### src/spl_pkg.sv
/*
  constants, register selects, status bit positions and the stack
  error check shared by the stack pointer, limit and status block.
  assumes a 16-bit data space with byte addresses and word stacks.
*/
package spl_pkg;

  // ==========================================================
  // widths and reset values
  localparam int DATA_W = 16;
  localparam int PC_W = 23;
  localparam logic [15:0] SP_RESET = 16'h0800;
  localparam logic [15:0] LIMIT_RESET = 16'h0000;
  localparam logic [15:0] STATUS_RESET = 16'h0000;
  localparam logic [15:0] FRAME_RESET = 16'h0000;
  localparam logic [15:0] UNDERFLOW_BASE = 16'h0800;
  localparam logic [15:0] STACK_STEP = 16'h0002;
  localparam logic [16:0] LIMIT_SLACK = 17'h0_0002;

  // ==========================================================
  // register selects on the core register port
  localparam logic [1:0] SEL_SP = 2'h0;
  localparam logic [1:0] SEL_LIMIT = 2'h1;
  localparam logic [1:0] SEL_STATUS = 2'h2;
  localparam logic [1:0] SEL_FRAME = 2'h3;

  // ==========================================================
  // status word bit positions
  localparam int ST_RA = 4;
  localparam int ST_DC = 8;
  localparam int ST_DA = 9;
  localparam int ST_SAB = 10;
  localparam int ST_OAB = 11;
  localparam int ST_SB = 12;
  localparam int ST_SA = 13;
  localparam int ST_OB = 14;
  localparam int ST_OA = 15;
  localparam int ST_IPL_LO = 5;
  // bits software writes freely: low byte except the repeat flag, and half carry
  localparam logic [15:0] ST_WR_MASK = 16'h01EF;

  // ==========================================================
  // stack engine states
  typedef enum logic [0:0] {ST_IDLE, ST_PC_HIGH} spl_state_type;

  // stack error for one effective address; underflow is always checked
  function automatic logic spl_stack_err(input logic [15:0] ea, input logic wrap,
                                         input logic [15:0] limit, input logic en);
    logic over;
    over = ({1'b0, ea} > ({1'b0, limit} + LIMIT_SLACK));
    spl_stack_err = (ea < UNDERFLOW_BASE) | (en & (over | wrap));
  endfunction

endpackage

### src/spl_chk.sv
/*
  one lane of the stack error check: qualifies an effective address
  against the limit. assumes the caller registers the result.
*/
`timescale 1ns/10ps
module spl_chk (
  input wire logic valid_i,
  input wire logic [15:0] ea_i,
  input wire logic wrap_i,
  input wire logic [15:0] limit_i,
  input wire logic en_i,
  output logic err_o
);
  import spl_pkg::*;

  // ==========================================================
  // compare
  always_comb begin
    err_o = valid_i & spl_stack_err(ea_i, wrap_i, limit_i, en_i);
  end

endmodule // spl_chk

### src/spl_core.sv
/*
  stack pointer, frame pointer, stack limit and cpu status word of the
  core, with stack push/pop sequencing and stack error detection.
  assumes the execution unit holds requests one cycle, waits while
  BUSY_O is high, and drives all inputs from the same core clock.
*/
`timescale 1ns/10ps
module spl_core (
  input wire logic CLK_I,
  input wire logic RST_I,
  input wire logic REG_WR_I,
  input wire logic [1:0] REG_SEL_I,
  input wire logic [1:0] REG_BE_I,
  input wire logic [spl_pkg::DATA_W-1:0] REG_WDATA_I,
  input wire logic PUSH_I,
  input wire logic [spl_pkg::DATA_W-1:0] PUSH_DATA_I,
  input wire logic POP_I,
  input wire logic CALL_I,
  input wire logic EXC_I,
  input wire logic [spl_pkg::PC_W-1:0] PC_I,
  input wire logic LINK_I,
  input wire logic [spl_pkg::DATA_W-1:0] LINK_LIT_I,
  input wire logic UNLINK_I,
  input wire logic EA_VALID_I,
  input wire logic [spl_pkg::DATA_W-1:0] EA_I,
  input wire logic EA_WRAP_I,
  input wire logic ALU_WE_I,
  input wire logic [4:0] ALU_FLAGS_I,
  input wire logic IPL_WE_I,
  input wire logic [2:0] IPL_I,
  input wire logic DO_ACTIVE_I,
  input wire logic REPEAT_ACTIVE_I,
  input wire logic OVF_A_I,
  input wire logic OVF_B_I,
  input wire logic CLIP_A_I,
  input wire logic CLIP_B_I,
  output logic [spl_pkg::DATA_W-1:0] SP_O,
  output logic [spl_pkg::DATA_W-1:0] FP_O,
  output logic [spl_pkg::DATA_W-1:0] LIMIT_O,
  output logic [spl_pkg::DATA_W-1:0] STATUS_O,
  output logic CHK_EN_O,
  output logic BUSY_O,
  output logic STACK_WE_O,
  output logic STACK_RE_O,
  output logic [spl_pkg::DATA_W-1:0] STACK_ADDR_O,
  output logic [spl_pkg::DATA_W-1:0] STACK_WDATA_O,
  output logic STACK_TRAP_O
);
  import spl_pkg::*;

  // ==========================================================
  // state
  spl_state_type state_q, state_d;
  logic [15:0] sp_q, sp_d, fp_q, fp_d, limit_q, limit_d, status_q, status_d;
  logic chk_en_q, chk_en_d, busy_q, busy_d;
  logic we_q, we_d, re_q, re_d, trap_q, trap_d;
  logic [15:0] addr_q, addr_d, wdata_q, wdata_d;
  logic [7:0] pc_high_q, pc_high_d;
  logic exc_q, exc_d;
  logic op_valid, op_wrap, err_int, err_ext;
  logic [15:0] op_addr;
  logic [16:0] sum;
  logic wr_sp, wr_fp, wr_limit, wr_status, word_wr;
  logic [15:0] be_mask, sw_clr;

  // byte lanes of the register port
  function automatic logic [15:0] merge(input logic [15:0] old, input logic [15:0] nv,
                                        input logic [1:0] be);
    merge = {be[1] ? nv[15:8] : old[15:8], be[0] ? nv[7:0] : old[7:0]};
  endfunction

  always_comb begin
    word_wr = REG_WR_I & (REG_BE_I == 2'h3);
    wr_sp = REG_WR_I & (REG_SEL_I == SEL_SP);
    wr_fp = REG_WR_I & (REG_SEL_I == SEL_FRAME);
    wr_limit = REG_WR_I & (REG_SEL_I == SEL_LIMIT);
    wr_status = REG_WR_I & (REG_SEL_I == SEL_STATUS);
    be_mask = {{8{REG_BE_I[1]}}, {8{REG_BE_I[0]}}};
  end

  // ==========================================================
  // stack engine
  always_comb begin
    state_d = state_q;
    sp_d = sp_q;
    fp_d = fp_q;
    pc_high_d = pc_high_q;
    exc_d = exc_q;
    we_d = 1'b0;
    re_d = 1'b0;
    addr_d = addr_q;
    wdata_d = wdata_q;
    op_valid = 1'b0;
    op_addr = sp_q;
    sum = {1'b0, sp_q} + {1'b0, STACK_STEP};
    case (state_q)
      ST_IDLE: begin
        if (EXC_I | CALL_I) begin
          // low half of the counter goes first, high half next cycle
          op_valid = 1'b1;
          we_d = 1'b1;
          addr_d = sp_q;
          wdata_d = PC_I[15:0];
          pc_high_d = {1'b0, PC_I[22:16]};
          exc_d = EXC_I;
          sp_d = sum[15:0];
          state_d = ST_PC_HIGH;
        end else if (LINK_I) begin
          op_valid = 1'b1;
          we_d = 1'b1;
          addr_d = sp_q;
          wdata_d = fp_q;
          fp_d = sum[15:0];
          sum = {1'b0, sp_q} + {1'b0, STACK_STEP} + {1'b0, LINK_LIT_I};
          sp_d = sum[15:0];
        end else if (UNLINK_I) begin
          op_valid = 1'b1;
          sum = {1'b0, fp_q} - {1'b0, STACK_STEP};
          op_addr = sum[15:0];
          re_d = 1'b1;
          addr_d = sum[15:0];
          sp_d = sum[15:0];
        end else if (PUSH_I) begin
          op_valid = 1'b1;
          we_d = 1'b1;
          addr_d = sp_q;
          wdata_d = PUSH_DATA_I;
          sp_d = sum[15:0];
        end else if (POP_I) begin
          op_valid = 1'b1;
          sum = {1'b0, sp_q} - {1'b0, STACK_STEP};
          op_addr = sum[15:0];
          re_d = 1'b1;
          addr_d = sum[15:0];
          sp_d = sum[15:0];
        end
      end
      ST_PC_HIGH: begin
        op_valid = 1'b1;
        we_d = 1'b1;
        addr_d = sp_q;
        // calls zero-fill, exceptions carry the status low byte
        wdata_d = {exc_q ? status_q[7:0] : 8'h00, pc_high_q};
        sp_d = sum[15:0];
        state_d = ST_IDLE;
      end
      default: begin
        state_d = ST_IDLE;
      end
    endcase
    op_wrap = sum[16];
    // a software write of the pointer dominates the automatic update
    if (wr_sp) begin
      sp_d = merge(sp_q, REG_WDATA_I, REG_BE_I);
    end
    if (wr_fp) begin
      fp_d = merge(fp_q, REG_WDATA_I, REG_BE_I);
    end
    sp_d[0] = 1'b0;
    busy_d = (state_d == ST_PC_HIGH);
  end

  // ==========================================================
  // limit and error check
  always_comb begin
    limit_d = limit_q;
    chk_en_d = chk_en_q;
    if (wr_limit) begin
      limit_d = merge(limit_q, REG_WDATA_I, REG_BE_I);
      chk_en_d = chk_en_q | word_wr;
    end
    limit_d[0] = 1'b0;
    trap_d = err_int | err_ext;
  end

  // internal stack accesses and those formed by the execution unit
  spl_chk u_chk_int (
    .valid_i(op_valid),
    .ea_i(op_addr),
    .wrap_i(op_wrap),
    .limit_i(limit_q),
    .en_i(chk_en_q),
    .err_o(err_int)
  );

  spl_chk u_chk_ext (
    .valid_i(EA_VALID_I),
    .ea_i(EA_I),
    .wrap_i(EA_WRAP_I),
    .limit_i(limit_q),
    .en_i(chk_en_q),
    .err_o(err_ext)
  );

  // ==========================================================
  // status word
  always_comb begin
    status_d = status_q;
    sw_clr = 16'h0000;
    if (ALU_WE_I) begin
      status_d[3:0] = ALU_FLAGS_I[3:0];
      status_d[ST_DC] = ALU_FLAGS_I[4];
    end
    if (IPL_WE_I) begin
      status_d[ST_IPL_LO +: 3] = IPL_I;
    end
    if (wr_status) begin
      status_d = (status_d & ~(ST_WR_MASK & be_mask)) |
                 (REG_WDATA_I & ST_WR_MASK & be_mask);
      sw_clr = ~REG_WDATA_I & be_mask;
    end
    // loop and overflow bits follow hardware only
    status_d[ST_DA] = DO_ACTIVE_I;
    status_d[ST_RA] = REPEAT_ACTIVE_I;
    status_d[ST_OA] = OVF_A_I;
    status_d[ST_OB] = OVF_B_I;
    status_d[ST_OAB] = OVF_A_I | OVF_B_I;
    // a new clip in the clearing cycle survives the clear
    status_d[ST_SA] = CLIP_A_I | (status_q[ST_SA] & ~sw_clr[ST_SA] & ~sw_clr[ST_SAB]);
    status_d[ST_SB] = CLIP_B_I | (status_q[ST_SB] & ~sw_clr[ST_SB] & ~sw_clr[ST_SAB]);
    status_d[ST_SAB] = status_d[ST_SA] | status_d[ST_SB];
  end

  // ==========================================================
  // registers
  always_ff @(posedge CLK_I) begin
    if (RST_I) begin
      state_q <= ST_IDLE;
      sp_q <= SP_RESET;
      fp_q <= FRAME_RESET;
      limit_q <= LIMIT_RESET;
      status_q <= STATUS_RESET;
      chk_en_q <= 1'b0;
      busy_q <= 1'b0;
      we_q <= 1'b0;
      re_q <= 1'b0;
      trap_q <= 1'b0;
      addr_q <= 16'h0000;
      wdata_q <= 16'h0000;
      pc_high_q <= 8'h00;
      exc_q <= 1'b0;
    end else begin
      state_q <= state_d;
      sp_q <= sp_d;
      fp_q <= fp_d;
      limit_q <= limit_d;
      status_q <= status_d;
      chk_en_q <= chk_en_d;
      busy_q <= busy_d;
      we_q <= we_d;
      re_q <= re_d;
      trap_q <= trap_d;
      addr_q <= addr_d;
      wdata_q <= wdata_d;
      pc_high_q <= pc_high_d;
      exc_q <= exc_d;
    end
  end

  always_comb begin
    SP_O = sp_q;
    FP_O = fp_q;
    LIMIT_O = limit_q;
    STATUS_O = status_q;
    CHK_EN_O = chk_en_q;
    BUSY_O = busy_q;
    STACK_WE_O = we_q;
    STACK_RE_O = re_q;
    STACK_ADDR_O = addr_q;
    STACK_WDATA_O = wdata_q;
    STACK_TRAP_O = trap_q;
  end

  logic idle_push;
  assign idle_push = (state_q == ST_IDLE) & PUSH_I & ~POP_I & ~CALL_I & ~EXC_I &
                     ~LINK_I & ~UNLINK_I & ~wr_sp;
endmodule // spl_core

### config.mk
export PLATFORM = sky130hd
export DESIGN_NAME = spl_core
export DESIGN_NICKNAME = d
export VERILOG_FILES = /design/src/spl_pkg.sv /design/src/spl_chk.sv /design/src/spl_core.sv
export SDC_FILE = /design/constraint.sdc
export NUM_CORES = 1
export LEC_CHECK = 0
export BUFFER_PORTS_ARGS = -buffer_cell sky130_fd_sc_hd__buf_2
export CORE_UTILIZATION = 50
export CTS_CLUSTER_DIAMETER = 200
export DETAILED_ROUTE_END_ITERATION = 6
export PLACE_DENSITY_LB_ADDON = 0.15
export SLEW_MARGIN = 20
export SYNTH_ARGS = -nofsm -noshare
export SYNTH_HDL_FRONTEND = slang
export SYNTH_SLANG_ARGS = --single-unit
### constraint.sdc
create_clock -name CLK_I -period 6.5 [get_ports CLK_I]
set_input_delay 0.65 -clock CLK_I [delete_from_list [all_inputs] [get_ports CLK_I]]
set_output_delay 0.65 -clock CLK_I [all_outputs]
set_load 0.01 [all_outputs]
# Yosys cells after proc, flatten, opt, wreduce, memory -nomap -nowiden

Cells that the tools add are included.

Add/sub/neg operators: 5
$lt $le $gt $ge: 4
Eq/ne operators: 13
Bitwise logic cells: 34
Mux-type cells: 57
Reductions and logical operators: 9

Operators by type and width:

| kind                  | count |
|---|---|
| $mux 16               | 24 |
| $mux 17               | 6 |
| $pmux 16 s2           | 3 |
| $add 16x2->17 const B | 2 |
| $gt 16x17->1          | 2 |
| $sub 16x2->17 const B | 2 |
| $lt 16x12->1 const B  | 2 |
| $mux 8                | 4 |
| $and 9x9->9           | 2 |
| $add 17x16->17        | 1 |
| $and 14x14->14        | 1 |
| $mux 14               | 1 |
| $not 14->14           | 1 |
| $and 1x1->1           | 13 |
| $mux 1                | 13 |
| $or 1x1->1            | 11 |
| $ne 2x2->1 const B    | 5 |
| $mux 9                | 1 |
| $not 9->9             | 1 |
| $or 9x9->9            | 1 |
| $ne 4x4->1 const B    | 2 |
| $reduce_and 2->1      | 4 |
| $reduce_and 4->1      | 2 |
| $eq 2x2->1 const B    | 3 |
| 10 further kinds      | 15 |

Bits in registers: 109
Logic and storage cells: 140
Input port bits: 118

# Longest topological paths before layout

Gate-level depths: netlist of run 1.

Word-level depth: 13
Depth in mapped cells: 18

# Hierarchy

From an unflattened synthesis of run 1, not the netlist that was laid out.

Cells, all modules: 1,174
Area total of the unflattened synthesis: 8,657.1 µm²

Modules (own cells, without submodules):

| module               | times used | area each (µm²) | cells each |
|---|---|---|---|
| spl_core             | 1          | 7,392.1         | 1,006 |
| spl_chk at u_chk_int | 1          | 634.4           | 83 |
| spl_chk at u_chk_ext | 1          | 630.6           | 85 |

# Least setup slack after synthesis of run 1

OpenSTA, ideal clock, no wires.

Path kind: in2reg
Start: in EXC_I
End: reg trap_q (netlist: STACK_TRAP_O)
Setup time: 0.114 ns
Stages on the path: 16
Slack: 2.408 ns
Arrival: 3.978 ns
Path buffers: 3
Path through: or3_1 clkbuf_1 nor2_1 clkbuf_1 clkbuf_1 o21ai_0 a22o_1 ha_1 nand4_1 or3_1 a311oi_1 a211oi_1 a21o_1 a311oi_1 o41ai_2 a21o_1

Cells in the longest elaborated chain, start to end: 9
Elaborated cells between the ends (all ways): 14
Those cells by class: order compare: 2; mux: 6; bitwise: 6

Ends and longest elaborated chain:

| what                 | line            | RTL |
|---|---|---|
| from (decl)          | spl_core.sv:19  | `input wire logic EXC_I,` |
| $or 1x1->1 *         | spl_core.sv:98  | `if (EXC_I \| CALL_I) begin` |
| $mux 16              | spl_core.sv:98  |  |
| $mux 16              | spl_core.sv:96  | `case (state_q)` |
| $gt 16x17->1         | spl_pkg.sv:50   | `over = ({1'b0, ea} > ({1'b0, limit} + LIMIT_SLACK));` |
| $or 1x1->1           | spl_pkg.sv:51   | `spl_stack_err = (ea < UNDERFLOW_BASE) \| (en & (over \| wrap));` |
| $and 1x1->1          | spl_pkg.sv:51   |  |
| $or 1x1->1           | spl_pkg.sv:51   |  |
| $and 1x1->1 *        | spl_chk.sv:19   | `err_o = valid_i & spl_stack_err(ea_i, wrap_i, limit_i, en_i);` |
| $or 1x1->1 *         | spl_core.sv:173 | `trap_d = err_int \| err_ext;` |
| to (signal assigned) | spl_core.sv:252 | `trap_q <= trap_d;` |
| to (decl)            | spl_core.sv:56  | `logic we_q, we_d, re_q, re_d, trap_q, trap_d;` |

Every way passes the cells marked *; elsewhere a longest branch is shown, timed or not.
A chain may end at the register's enable or synchronous reset.

# Worst setup path after layout of run 1

Start: reg sp_q[1] (netlist: SP_O[1])
End: reg trap_q (netlist: STACK_TRAP_O)

Cells in the longest elaborated chain, start to end: 13
Elaborated cells between the ends (all ways): 22
Those cells by class: add/sub: 3; order compare: 2; mux: 12; bitwise: 5

Ends and longest elaborated chain:

| what                   | line            | RTL |
|---|---|---|
| from (decl)            | spl_core.sv:54  | `logic [15:0] sp_q, sp_d, fp_q, fp_d, limit_q, limit_d, status_q, status_d;` |
| from (signal assigned) | spl_core.sv:244 | `sp_q <= sp_d;` |
| $sub 16x2->17          | spl_core.sv:131 | `sum = {1'b0, sp_q} - {1'b0, STACK_STEP};` |
| $mux 16                | --              |  |
| $mux 16                | spl_core.sv:123 | `end else if (PUSH_I) begin` |
| $mux 16                | spl_core.sv:116 | `end else if (UNLINK_I) begin` |
| $mux 16                | spl_core.sv:108 | `end else if (LINK_I) begin` |
| $mux 16                | spl_core.sv:98  |  |
| $mux 16                | spl_core.sv:96  |  |
| $gt 16x17->1           | spl_pkg.sv:50   |  |
| $or 1x1->1             | spl_pkg.sv:51   |  |
| $and 1x1->1            | spl_pkg.sv:51   |  |
| $or 1x1->1 *           | spl_pkg.sv:51   |  |
| $and 1x1->1 *          | spl_chk.sv:19   |  |
| $or 1x1->1 *           | spl_core.sv:173 |  |

Marks and branches as above.

==> impl_metrics.csv, run 1 <==
group,metric,value,unit
outcome,status,"finished, final reports clean",
grt,grt_max_degree,89,
pwr,power_frac_comb,0.317,
timing,final.period_utilization,0.7322,
timing,setup_viol,0,
grt,overflow,0,
clocking,clk_pin_slew,80,ps
logic_synthesis,synthXorXnorAreaFrac,0.06493,
logic_synthesis,synthesis.area,7959,sq um
clocking,insertion_delay,370,ps
pwr,pwr-share-seq,0.393,
floorplanning,coreArea,15370,sq um
setup_path,ff2ff_path_depth,16,
timing,tightestPinTransition,996.0,ps
routing,drc,0,
routing,first_pass_iters,6,
pwr,pwr-share-clk,0.290,
setup_path,crit_fanout,14,
timing,skew,8.277,ps
clocking,cts_resized,0,
cells_and_area,area_delta_synth_final,18.14,%
grt,antenna_found_initial,0,
routing,drtIter0Drc,952,
routing,viasPerCell,6.262,
cells_and_area,fin_nets,1386,
floorplanning,die_h,128.2,microns
clocking,cts_root_buf,"clkbuf_16",
clocking,cts_hold_buf,0,
clocking,clock-sinks,107,
pwr,switching_power,0.0007422,W
logic_synthesis,synth-simple-area-share,0.2368,
worst_hold_path,hold_end,"STACK_ADDR_O[13]$_SDFFE_PP0P_",
logic_synthesis,synthAdderAreaFrac,0.07955,
pwr,power.density,210.0,nW/um^2
clocking,cts_setup_buffers,0,
routing,totalWireLength,28860,microns
clocking,cts-buffers-inserted,9,
timing,relSlewSlack,0.3360,
floorplanning,ioPinCount,219,
floorplanning,rows,45,
timing,hold_violations,0,
timing,fmax,0.2101,GHz
pwr,p_leak,4.180,nW
clocking,cts_tree,"yes",
logic_synthesis,syn_avg_cell_area,7.551,sq um
logic_synthesis,synth_top_family_by_area,"compound AO/OA/AOI/OAI gates",
timing,hold_ws,449.7,ps
logic_synthesis,synth_mux_area_frac,0.03191,
logic_synthesis,ys_seq_area_frac,0.2691,
cells_and_area,diodes,0,
pwr,swShare,0.3758,
setup_path,criticalPathCategory,"reg2reg",
grt,grt_pass1_wl,44260,microns
logic_synthesis,ys_warn_count,0,
placement,post-dp-hpwl,21650,microns
timing,finalCriticalPeriod,4759,ps
logic_synthesis,ys_seq_elements,107,
cells_and_area,drive_above_1_share,0.2159,
placement,gp_congestion,0.9980,
cells_and_area,nFillCells,1486,
clocking,cts_max_level,3,
run,max-cap-violations,0,
floorplanning,die_area,16430,sq um
pwr,p_int,0.001233,W
placement,port_buffers,215,
setup_path,crit_path_start_kind,"register",
floorplanning,die_w,128.2,microns
grt,grt_pass1_vias,8046,
setup_path,cp.arrival,5020,ps
floorplanning,initial_core_util,0.5178,
setup_path,crit_start,"SP_O[1]$_SDFFE_PP0P_",
logic_synthesis,synth-compound-area-share,0.2677,
worst_hold_path,min_from,"STACK_ADDR_O[13]$_SDFFE_PP0P_",
pwr,ir_drop,0.1435,mV
grt,grt_util_all_layers,0.3535,
worst_hold_path,hold_path_depth,2,
clocking,clockBufferDepth,2,
routing,wire_per_inst,20.13,microns
setup_path,r2r_slack,1740,ps
setup_path,critPathCaptureType,"register",
setup_path,rr_endpoint,"STACK_TRAP_O$_SDFF_PP0_",
timing,rsz0062_at_grt,"false",
timing,drv_slew,0,
logic_synthesis,netlist_instances,1054,
logic_synthesis,synth_cell_types,71,
logic_synthesis,synth_edf_count,0,
setup_path,rr_startpoint,"SP_O[1]$_SDFFE_PP0P_",
setup_path,critPathRequiredTime,6760,ps
routing,num_vias,8979,
logic_synthesis,ys.flop_type,"dfxtp_1",
logic_synthesis,async_reset_ff_frac,0,
worst_hold_path,min_path_type,"reg2reg",
timing,fin_tns_setup,0,ps
routing,antenna_left,0,
## flip-flops by register name, summed over array words and instances (netlist names)
signal / count
SP_O: 15
BUSY_O: 1
STACK_WE_O: 1
STACK_TRAP_O: 1
CHK_EN_O: 1
pc_high_q: 7
STACK_RE_O: 1
STATUS_O: 16
FP_O: 16
STACK_WDATA_O: 16
exc_q: 1
LIMIT_O: 15
STACK_ADDR_O: 16
## power by group through the flow
stage               registers, W  clock network (W)  logic, W
floorplan               0.000764                  0  0.000426
detailed placement      0.000788                  0  0.000610
global route            0.000783           0.000604  0.000684
finish                  0.000776           0.000573  0.000626
CTS                     0.000772           0.000576  0.000613
global placement        0.000787                  0  0.000603
## synth_stat cells, types with 16 or more instances
cell | count | area share
xor2_1 | 22 | 0.024
a21oi_1 | 78 | 0.049
xnor2_1 | 37 | 0.041
ha_1 | 49 | 0.077
a211oi_1 | 37 | 0.035
o21ai_0 | 60 | 0.038
a222oi_1 | 16 | 0.020
nor3_1 | 28 | 0.018
clkbuf_1 | 63 | 0.030
a21o_1 | 20 | 0.019
inv_1 | 26 | 0.012
nand3_1 | 29 | 0.018
dfxtp_1 | 107 | 0.27
nor2_1 | 123 | 0.058
mux2i_1 | 22 | 0.028
nand2_1 | 124 | 0.058
nand4_1 | 17 | 0.013
## stage by stage
| stage | cell area (sq um) | setup WS [ps] | total power [W] | utilization | cells |
|---|---|---|---|---|---|
| after floorplan | 7963 | 2408 | 0.001190 | - | 1055 |
| after global placement | 9099 | 1613 | 0.001390 | 0.5919 | 1418 |
| after detailed placement | 9099 | 1608 | 0.001398 | 0.5919 | 1418 |
| after CTS | 9403 | 1849 | 0.001962 | 0.6117 | 1434 |
| after global routing | 9403 | 1509 | 0.002071 | 0.6117 | 1434 |
| final | 9403 | 1741 | 0.001975 | 0.6117 | 1434 |
## worst max-delay path, cell delays in order (launching register included)
cell	delay, ps
dfxtp_1	510
inv_1	190
ha_1	300
or4b_1	530
nor4_2	430
a21oi_1	130
o21ai_0	190
o21ai_0	250
ha_1	400
nand4_1	130
or3_1	390
a311oi_1	210
a211oi_1	90
a21o_1	180
a311oi_1	370
o41ai_2	170
a21o_1	180
## cells in the final DEF (no fill, tap or decap), drive strengths merged, types with 12 or more instances in the layout
| cell | Yosys | layout |
|---|---|---|
| buf | 11 | 226 |
| nor3 | 32 | 32 |
| a21oi | 78 | 78 |
| nand4 | 17 | 17 |
| a221oi | 15 | 15 |
| xnor2 | 37 | 37 |
| mux2i | 22 | 22 |
| a21o | 20 | 20 |
| dfxtp | 107 | 107 |
| a311oi | 12 | 12 |
| nand3 | 29 | 29 |
| o21ai | 60 | 60 |
| ha | 49 | 49 |
| inv | 26 | 29 |
| nor2 | 123 | 123 |
| nand2 | 125 | 125 |
| a222oi | 16 | 16 |
| a211oi | 37 | 37 |
| nor2b | 12 | 12 |
| xor2 | 22 | 22 |
## layout make-up
type	instances	area, sq um	area share
Multi-Input combinational cell	848	5434	0.5779
Sequential cell	107	2142	0.2278
Timing Repair Buffer	226	1161	0.1235
Tap cell	211	264.0	0.02808
Clock buffer	9	225.2	0.02395
Inverter	26	97.59	0.01038
Clock inverter	7	78.83	0.008383
## layer usage
| layer | part of all wire | track usage |
|---|---|---|
| met1 | 0.42 | 0.4679 |
| met5 | 0 | 0 |
| met3 | 0.095 | 0.06970 |
| met4 | 0.046 | 0.1813 |
| met2 | 0.44 | 0.5448 |
## cells by family after synthesis
| family | Yosys count |
|---|---|
| and+or+nand+nor | 398 |
| buffers and inverters | 100 |
| adders and majority gates | 50 |
| xor gates and xnor gates | 59 |
| DFF | 107 |
| AOI/OAI and AO/OA | 314 |
| other | 1 |
| muxes | 25 |
## how the worst max path moves through the flow
| stage | slack [ps] | cells after the start | endpoint |
|---|---|---|---|
| 6_report | 1740 | 16 | STACK_TRAP_O$_SDFF_PP0_ |
| 2_1_floorplan | 2410 | 16 | STACK_TRAP_O$_SDFF_PP0_ |
| 3_3_place_gp | 1610 | 14 | STACK_TRAP_O$_SDFF_PP0_ |
| 3_5_place_dp | 1610 | 14 | STACK_TRAP_O$_SDFF_PP0_ |
| 4_1_cts | 1850 | 16 | STACK_TRAP_O$_SDFF_PP0_ |
| 5_1_grt | 1510 | 16 | STACK_TRAP_O$_SDFF_PP0_ |
Note: power is estimated with default switching activity, not from simulation.
==> inputs of run 2 (changes only) <==
- clock period: 6.5 -> 4.9 ns (I/O delays scaled with it)
==> impl_metrics.csv, run 2 (same netlist as run 1, synthesis figures left out) <==
group,metric,value,unit
outcome,status,"finished, final reports clean",
timing,skew,11.30,ps
routing,totalWireLength,29400,microns
cells_and_area,diodes,0,
cells_and_area,fin_area,9514,sq um
timing,fin_tns_setup,0,ps
routing,antenna_left,0,
timing,tightestPinTransition,1011,ps
grt,grt_util_all_layers,0.3611,
routing,first_pass_iters,6,
floorplanning,initial_core_util,0.5178,
clocking,cts_max_level,3,
grt,overflow,0,
floorplanning,coreArea,15370,sq um
placement,post-dp-hpwl,22180,microns
cells_and_area,drive_above_1_share,0.2258,
timing,relSlewSlack,0.3261,
setup_path,r2r_slack,470,ps
clocking,cts-buffers-inserted,9,
grt,antenna_found_initial,0,
placement,gp_congestion,0.9860,
timing,drv_slew,0,
grt,grt_pass1_wl,45450,microns
timing,final.period_utilization,0.9032,
setup_path,rr_startpoint,"SP_O[1]$_SDFFE_PP0P_",
clocking,cts_resized,0,
grt,grt_max_degree,89,
timing,fmax,0.2259,GHz
routing,wire_per_inst,20.26,microns
pwr,ir_drop,0.1776,mV
clocking,clockBufferDepth,2,
clocking,cts_setup_buffers,0,
floorplanning,die_h,128.2,microns
timing,rsz0062_at_grt,"false",
placement,place_area,9226,sq um
setup_path,crit_fanout,6,
run,max-cap-violations,0,
floorplanning,die_w,128.2,microns
setup_path,crit_end,"STACK_TRAP_O$_SDFF_PP0_",
timing,hold_violations,0,
worst_hold_path,min_path_type,"in2reg",
setup_path,critPathRequiredTime,5160,ps
cells_and_area,final_cells,1451,
timing,setup_viol,0,
timing,finalCriticalPeriod,4426,ps
setup_path,crit_start,"SP_O[1]$_SDFFE_PP0P_",
clocking,cts_root_buf,"clkbuf_16",
clocking,insertion_delay,360,ps
floorplanning,rows,45,
setup_path,cp.depth,16,
floorplanning,die_area,16430,sq um
setup_path,path_buf_inv,1,
placement,placed_cells,1435,
placement,port_buffers,215,
setup_path,cp.arrival,4690,ps
pwr,p_leak,4.257,nW
setup_path,ff2ff_path_depth,16,
pwr,power.density,275.3,nW/um^2
routing,viasPerCell,6.237,
clocking,clk_pin_slew,80,ps
cells_and_area,layout_common_cells,"buf_2 (214), nand2_1 (124), nor2_1 (122)",
setup_path,criticalPathCategory,"reg2reg",
grt,grt_pass1_vias,8127,
setup_path,rr_endpoint,"STACK_TRAP_O$_SDFF_PP0_",
setup_path,slowest_delay,550,ps
clocking,clock-sinks,107,
routing,drc,0,
setup_path,path_delay_family,"compound AO/OA/AOI/OAI gates",
routing,num_vias,9050,
routing,drtIter0Drc,988,
setup_path,crit_chain,"inv_1, ha_1, or4b_1, nor4_2, a21oi_1, o21ai_0, o21ai_0, ha_1, nand4_1, or3_1, a311oi_1, a211oi_1, a21o_1, a311oi_1, o41ai_2, a21o_1",
clocking,cts_hold_buf,0,
setup_path,crit_path_start_kind,"register",
cells_and_area,area_delta_synth_final,19.54,%
clocking,cts_tree,"yes",
cells_and_area,layout_commonest_cell,"buf_2",
floorplanning,ioPinCount,219,
setup_path,critPathCaptureType,"register",
setup_path,crit_path_top_delay_cell,"or4b_1",
cells_and_area,fin_nets,1403,
==> run 2: layer usage <==
metal	share of wire	GRT usage	routed length, microns
met2	0.43	0.5515	12720
met1	0.42	0.4924	12410
met3	0.097	0.05259	2855
met5	0	0	0
met4	0.048	0.1882	1416
==> run 2: per-stage QoR <==
| step | util | power, W | hold WS, ps | setup WS [ps] |
|---|---|---|---|---|
| detailed placement | 0.6002 | 0.001884 | 442.3 | 622.7 |
| global placement | 0.6002 | 0.001872 | 436.9 | 659.3 |
| global route | 0.6190 | 0.002749 | 338.3 | 278.2 |
| CTS | 0.6190 | 0.002605 | 329.3 | 593.8 |
| finish | 0.6190 | 0.002619 | 335.0 | 474.2 |
| floorplan | - | 0.001578 | 436.0 | 930.3 |
==> run 2: how the worst min path moves through the flow <==
stage / from / end / slack [ps] / depth (start not counted)
global placement: STACK_ADDR_O[13]$_SDFFE_PP0P_ / STACK_ADDR_O[13]$_SDFFE_PP0P_ / 440 / 2
finish: REPEAT_ACTIVE_I / STATUS_O[4]$_SDFF_PP0_ / 330 / 2
floorplan: pc_high_q[0]$_SDFFE_PP0P_ / pc_high_q[0]$_SDFFE_PP0P_ / 440 / 2
global route: DO_ACTIVE_I / STATUS_O[9]$_SDFF_PP0_ / 340 / 2
CTS: DO_ACTIVE_I / STATUS_O[9]$_SDFF_PP0_ / 330 / 2
detailed placement: STACK_ADDR_O[13]$_SDFFE_PP0P_ / STACK_ADDR_O[13]$_SDFFE_PP0P_ / 440 / 2
==> run 2: area by class of cell <==
| type | instances | area, sq um |
|---|---|---|
| flip-flops and latches | 107 | 2142 |
| repair buffers | 243 | 1289 |
| clock inverters | 6 | 58.81 |
| well taps | 211 | 264.0 |
| fillers | 1467 | 5857 |
| multi-input cells | 848 | 5434 |
| inverters | 26 | 97.59 |
| clock buffers | 10 | 229.0 |
==> run 2: where the power goes <==
part	internal (W)	total, W	switching (W)	leakage, nW
registers	0.000928	0.00100	0.0000739	0.879
clock network	0.000358	0.000729	0.000371	0.142
logic	0.000360	0.000889	0.000529	3.24
total	0.00165	0.00262	0.000974	4.26
==> run 2: worst reg2reg max path: stages (launching register included) <==
cell,delay [ps]
dfxtp_1,310
inv_1,90
ha_1,300
or4b_1,550
nor4_2,410
a21oi_1,130
o21ai_0,180
o21ai_0,230
ha_1,380
nand4_1,140
or3_1,390
a311oi_1,230
a211oi_1,90
a21o_1,190
a311oi_1,380
o41ai_2,140
a21o_1,180
==> inputs of run 3 (changes only) <==
- SYNTH_HIERARCHICAL: unset -> 1
==> impl_metrics.csv, run 3 <==
group,metric,value,unit
timing,fin_tns_setup,0,ps
clocking,cts_max_level,3,
timing,skew,14.81,ps
logic_synthesis,synth_commonest_cells,"nor2_1 (148), nand2_1 (145), dfxtp_1 (107)",
logic_synthesis,async_reset_ff_frac,0,
setup_path,crit_path_frequent_cell,"or4_4",
setup_path,critPathRequiredTime,5120,ps
logic_synthesis,synth_area_leaders,"dfxtp_1 (25%), ha_1 (7.8%), nor2_1 (6.4%)",
worst_hold_path,min_path_type,"in2reg",
timing,rsz0062_at_grt,"false",
setup_path,critPathCaptureType,"register",
setup_path,cp.arrival,4610,ps
pwr,power.density,270.0,nW/um^2
timing,relSlewSlack,0.3005,
timing,setup_viol,0,
timing,hold_ws,341.3,ps
floorplanning,die_h,133.6,microns
setup_path,crit_chain,"or4_4, or4_4, o21a_1, o21ai_0, o41a_1, o21ai_0, ha_1, nand3_1, or4_4, o211ai_1, o31ai_2, nor2_1, nor2_1",
pwr,power_frac_comb,0.359,
grt,overflow,0,
logic_synthesis,netlist_instances,1174,
floorplanning,initial_core_util,0.5165,
cells_and_area,diodes,0,
routing,drtIter0Drc,1029,
placement,gp_congestion,0.9919,
timing,finalWorstSetupSlack,506.9,ps
routing,antenna_left,0,
grt,grt_pass1_wl,51310,microns
pwr,p_leak,4.399,nW
logic_synthesis,yosys.area.top_type,"dfxtp_1",
clocking,cts_setup_buffers,0,
grt,grt_max_degree,78,
routing,wire_per_inst,21.11,microns
clocking,cts_root_buf,"clkbuf_16",
grt,grt_util_all_layers,0.3735,
floorplanning,coreArea,16760,sq um
routing,viasPerCell,6.231,
floorplanning,rows,47,
timing,fmax,0.2276,GHz
cells_and_area,layout_commonest_cell,"buf_2",
floorplanning,die_w,133.6,microns
clocking,cts_resized,0,
logic_synthesis,yosysTopAreaCellShare,0.2474,
pwr,p_int,0.001665,W
grt,antenna_found_initial,0,
setup_path,crit_fanout,9,
logic_synthesis,ys_seq_elements,107,
pwr,pwr-share-clk,0.273,
cells_and_area,fin_area,10080,sq um
placement,port_buffers,215,
logic_synthesis,ys_seq_area_frac,0.2474,
clocking,clockBufferDepth,2,
pwr,switching_power,0.001056,W
setup_path,crit_path_start_kind,"register",
routing,first_pass_iters,5,
clocking,insertion_delay,360,ps
clocking,clock-sinks,107,
setup_path,crit_path_top_delay_cell,"or4_4",
pwr,pwr-share-seq,0.368,
placement,placed_cells,1553,
routing,drc,0,
timing,final.period_utilization,0.8965,
logic_synthesis,ys.flop_type,"dfxtp_1",
cells_and_area,area_delta_synth_final,16.42,%
timing,tightestPinTransition,1049,ps
timing,drv_slew,0,
run,max-cap-violations,0,
routing,num_vias,9777,
pwr,swShare,0.3880,
floorplanning,ioPinCount,219,
logic_synthesis,synth_cell_types,78,
clocking,cts_hold_buf,0,
timing,hold_violations,0,
timing,finalCriticalPeriod,4393,ps
clocking,cts_tree,"yes",
placement,post-dp-hpwl,24990,microns
routing,totalWireLength,33120,microns
placement,place_area,9786,sq um
logic_synthesis,syn_avg_cell_area,7.374,sq um
cells_and_area,drive_above_1_share,0.2150,
logic_synthesis,synth_edf_count,0,
floorplanning,die_area,17850,sq um
setup_path,criticalPathCategory,"reg2reg",
clocking,clk_pin_slew,90,ps
placement,place_ws,545.0,ps
cells_and_area,final_cells,1569,
logic_synthesis,synth.most_common_cell,"nor2_1",
logic_synthesis,ys_warn_count,6,
pwr,ir_drop,0.2085,mV
cells_and_area,layout_common_cells,"buf_2 (214), nor2_1 (147), nand2_1 (145)",
outcome,status,"finished, final reports clean",
logic_synthesis,synthesis.area,8657,sq um
grt,grt_pass1_vias,9053,
setup_path,slowest_delay,630,ps
clocking,cts-buffers-inserted,9,
cells_and_area,fin_nets,1517,
## run 3: cell count changes after synthesis, moves of 7 or more
cell | previous run | this run
nor2_1 | 123 | 148
a21o_1 | 20 | 4
nand3_1 | 29 | 38
a22oi_1 | 3 | 21
nand2b_1 | 3 | 11
nor3_1 | 28 | 35
mux2i_1 | 22 | 30
nand2_1 | 124 | 145
clkbuf_8 | 0 | 9
a21oi_1 | 78 | 99
a222oi_1 | 16 | 5
xor2_1 | 22 | 34
## run 3: final cells by class
| type | count | area [sq um] |
|---|---|---|
| clock inverter | 6 | 63.81 |
| multi-input combinational | 957 | 5997 |
| fill | 1656 | 6681 |
| tap | 220 | 275.3 |
| timing repair buffer | 239 | 1259 |
| clock buffer | 10 | 229.0 |
| sequential | 107 | 2142 |
| inverter | 30 | 112.6 |
## run 3: worst paths after layout
check	from	to	slack [ps]	cells past startpoint
setup / recovery	FP_O[1]$_SDFFE_PP0P_	STACK_TRAP_O$_SDFF_PP0_	510	13
hold / removal	REPEAT_ACTIVE_I	STATUS_O[4]$_SDFF_PP0_	340	2
setup reg to reg	FP_O[1]$_SDFFE_PP0P_	STACK_TRAP_O$_SDFF_PP0_	510	13
hold reg to reg	STACK_ADDR_O[13]$_SDFFE_PP0P_	STACK_ADDR_O[13]$_SDFFE_PP0P_	440	2
## run 3: per-layer routing
| metal | global-route usage | up-vias | part of all wire |
|---|---|---|---|
| li1 | - | 4594 | - |
| met2 | 0.5420 | 586 | 0.42 |
| met1 | 0.5041 | 4517 | 0.42 |
| met3 | 0.09209 | 80 | 0.11 |
| met5 | 0 | - | 0 |
| met4 | 0.2058 | 0 | 0.053 |
## run 3: cell families after synthesis
family / count (synthesis) / synth area share
buf+inv: 113 / 0.06258
other cells: 1 / 0.0004332
xor+xnor: 71 / 0.07183
simple gates: 473 / 0.2570
compound gates: 324 / 0.2457
mux: 30 / 0.03469
flops: 107 / 0.2474
fa+ha+maj: 55 / 0.08036
## run 3: metrics by stage
stage                     power [W]    util
after floorplan            0.001632       -
after global placement     0.001956  0.5839
after detailed placement   0.001964  0.5839
after CTS                  0.002701  0.6013
after global routing       0.002853  0.6013
final                      0.002721  0.6013
## run 3: critical path, delay by kind of cell (launching register included)
kind	cells	cell delay [ps]
and+or+nand+nor	6	2050
AOI/OAI and AO/OA	6	1420
DFF	1	450
adders and majority gates	1	330
## run 3: power groups by stage
stage | Clock (W) | Combinational (W) | Sequential, W
2_1_floorplan | 0 | 0.000617 | 0.00101
3_3_place_gp | 0 | 0.000938 | 0.00102
3_5_place_dp | 0 | 0.000945 | 0.00102
4_1_cts | 0.000752 | 0.000950 | 0.00100
5_1_grt | 0.000782 | 0.00106 | 0.00101
6_report | 0.000742 | 0.000976 | 0.00100
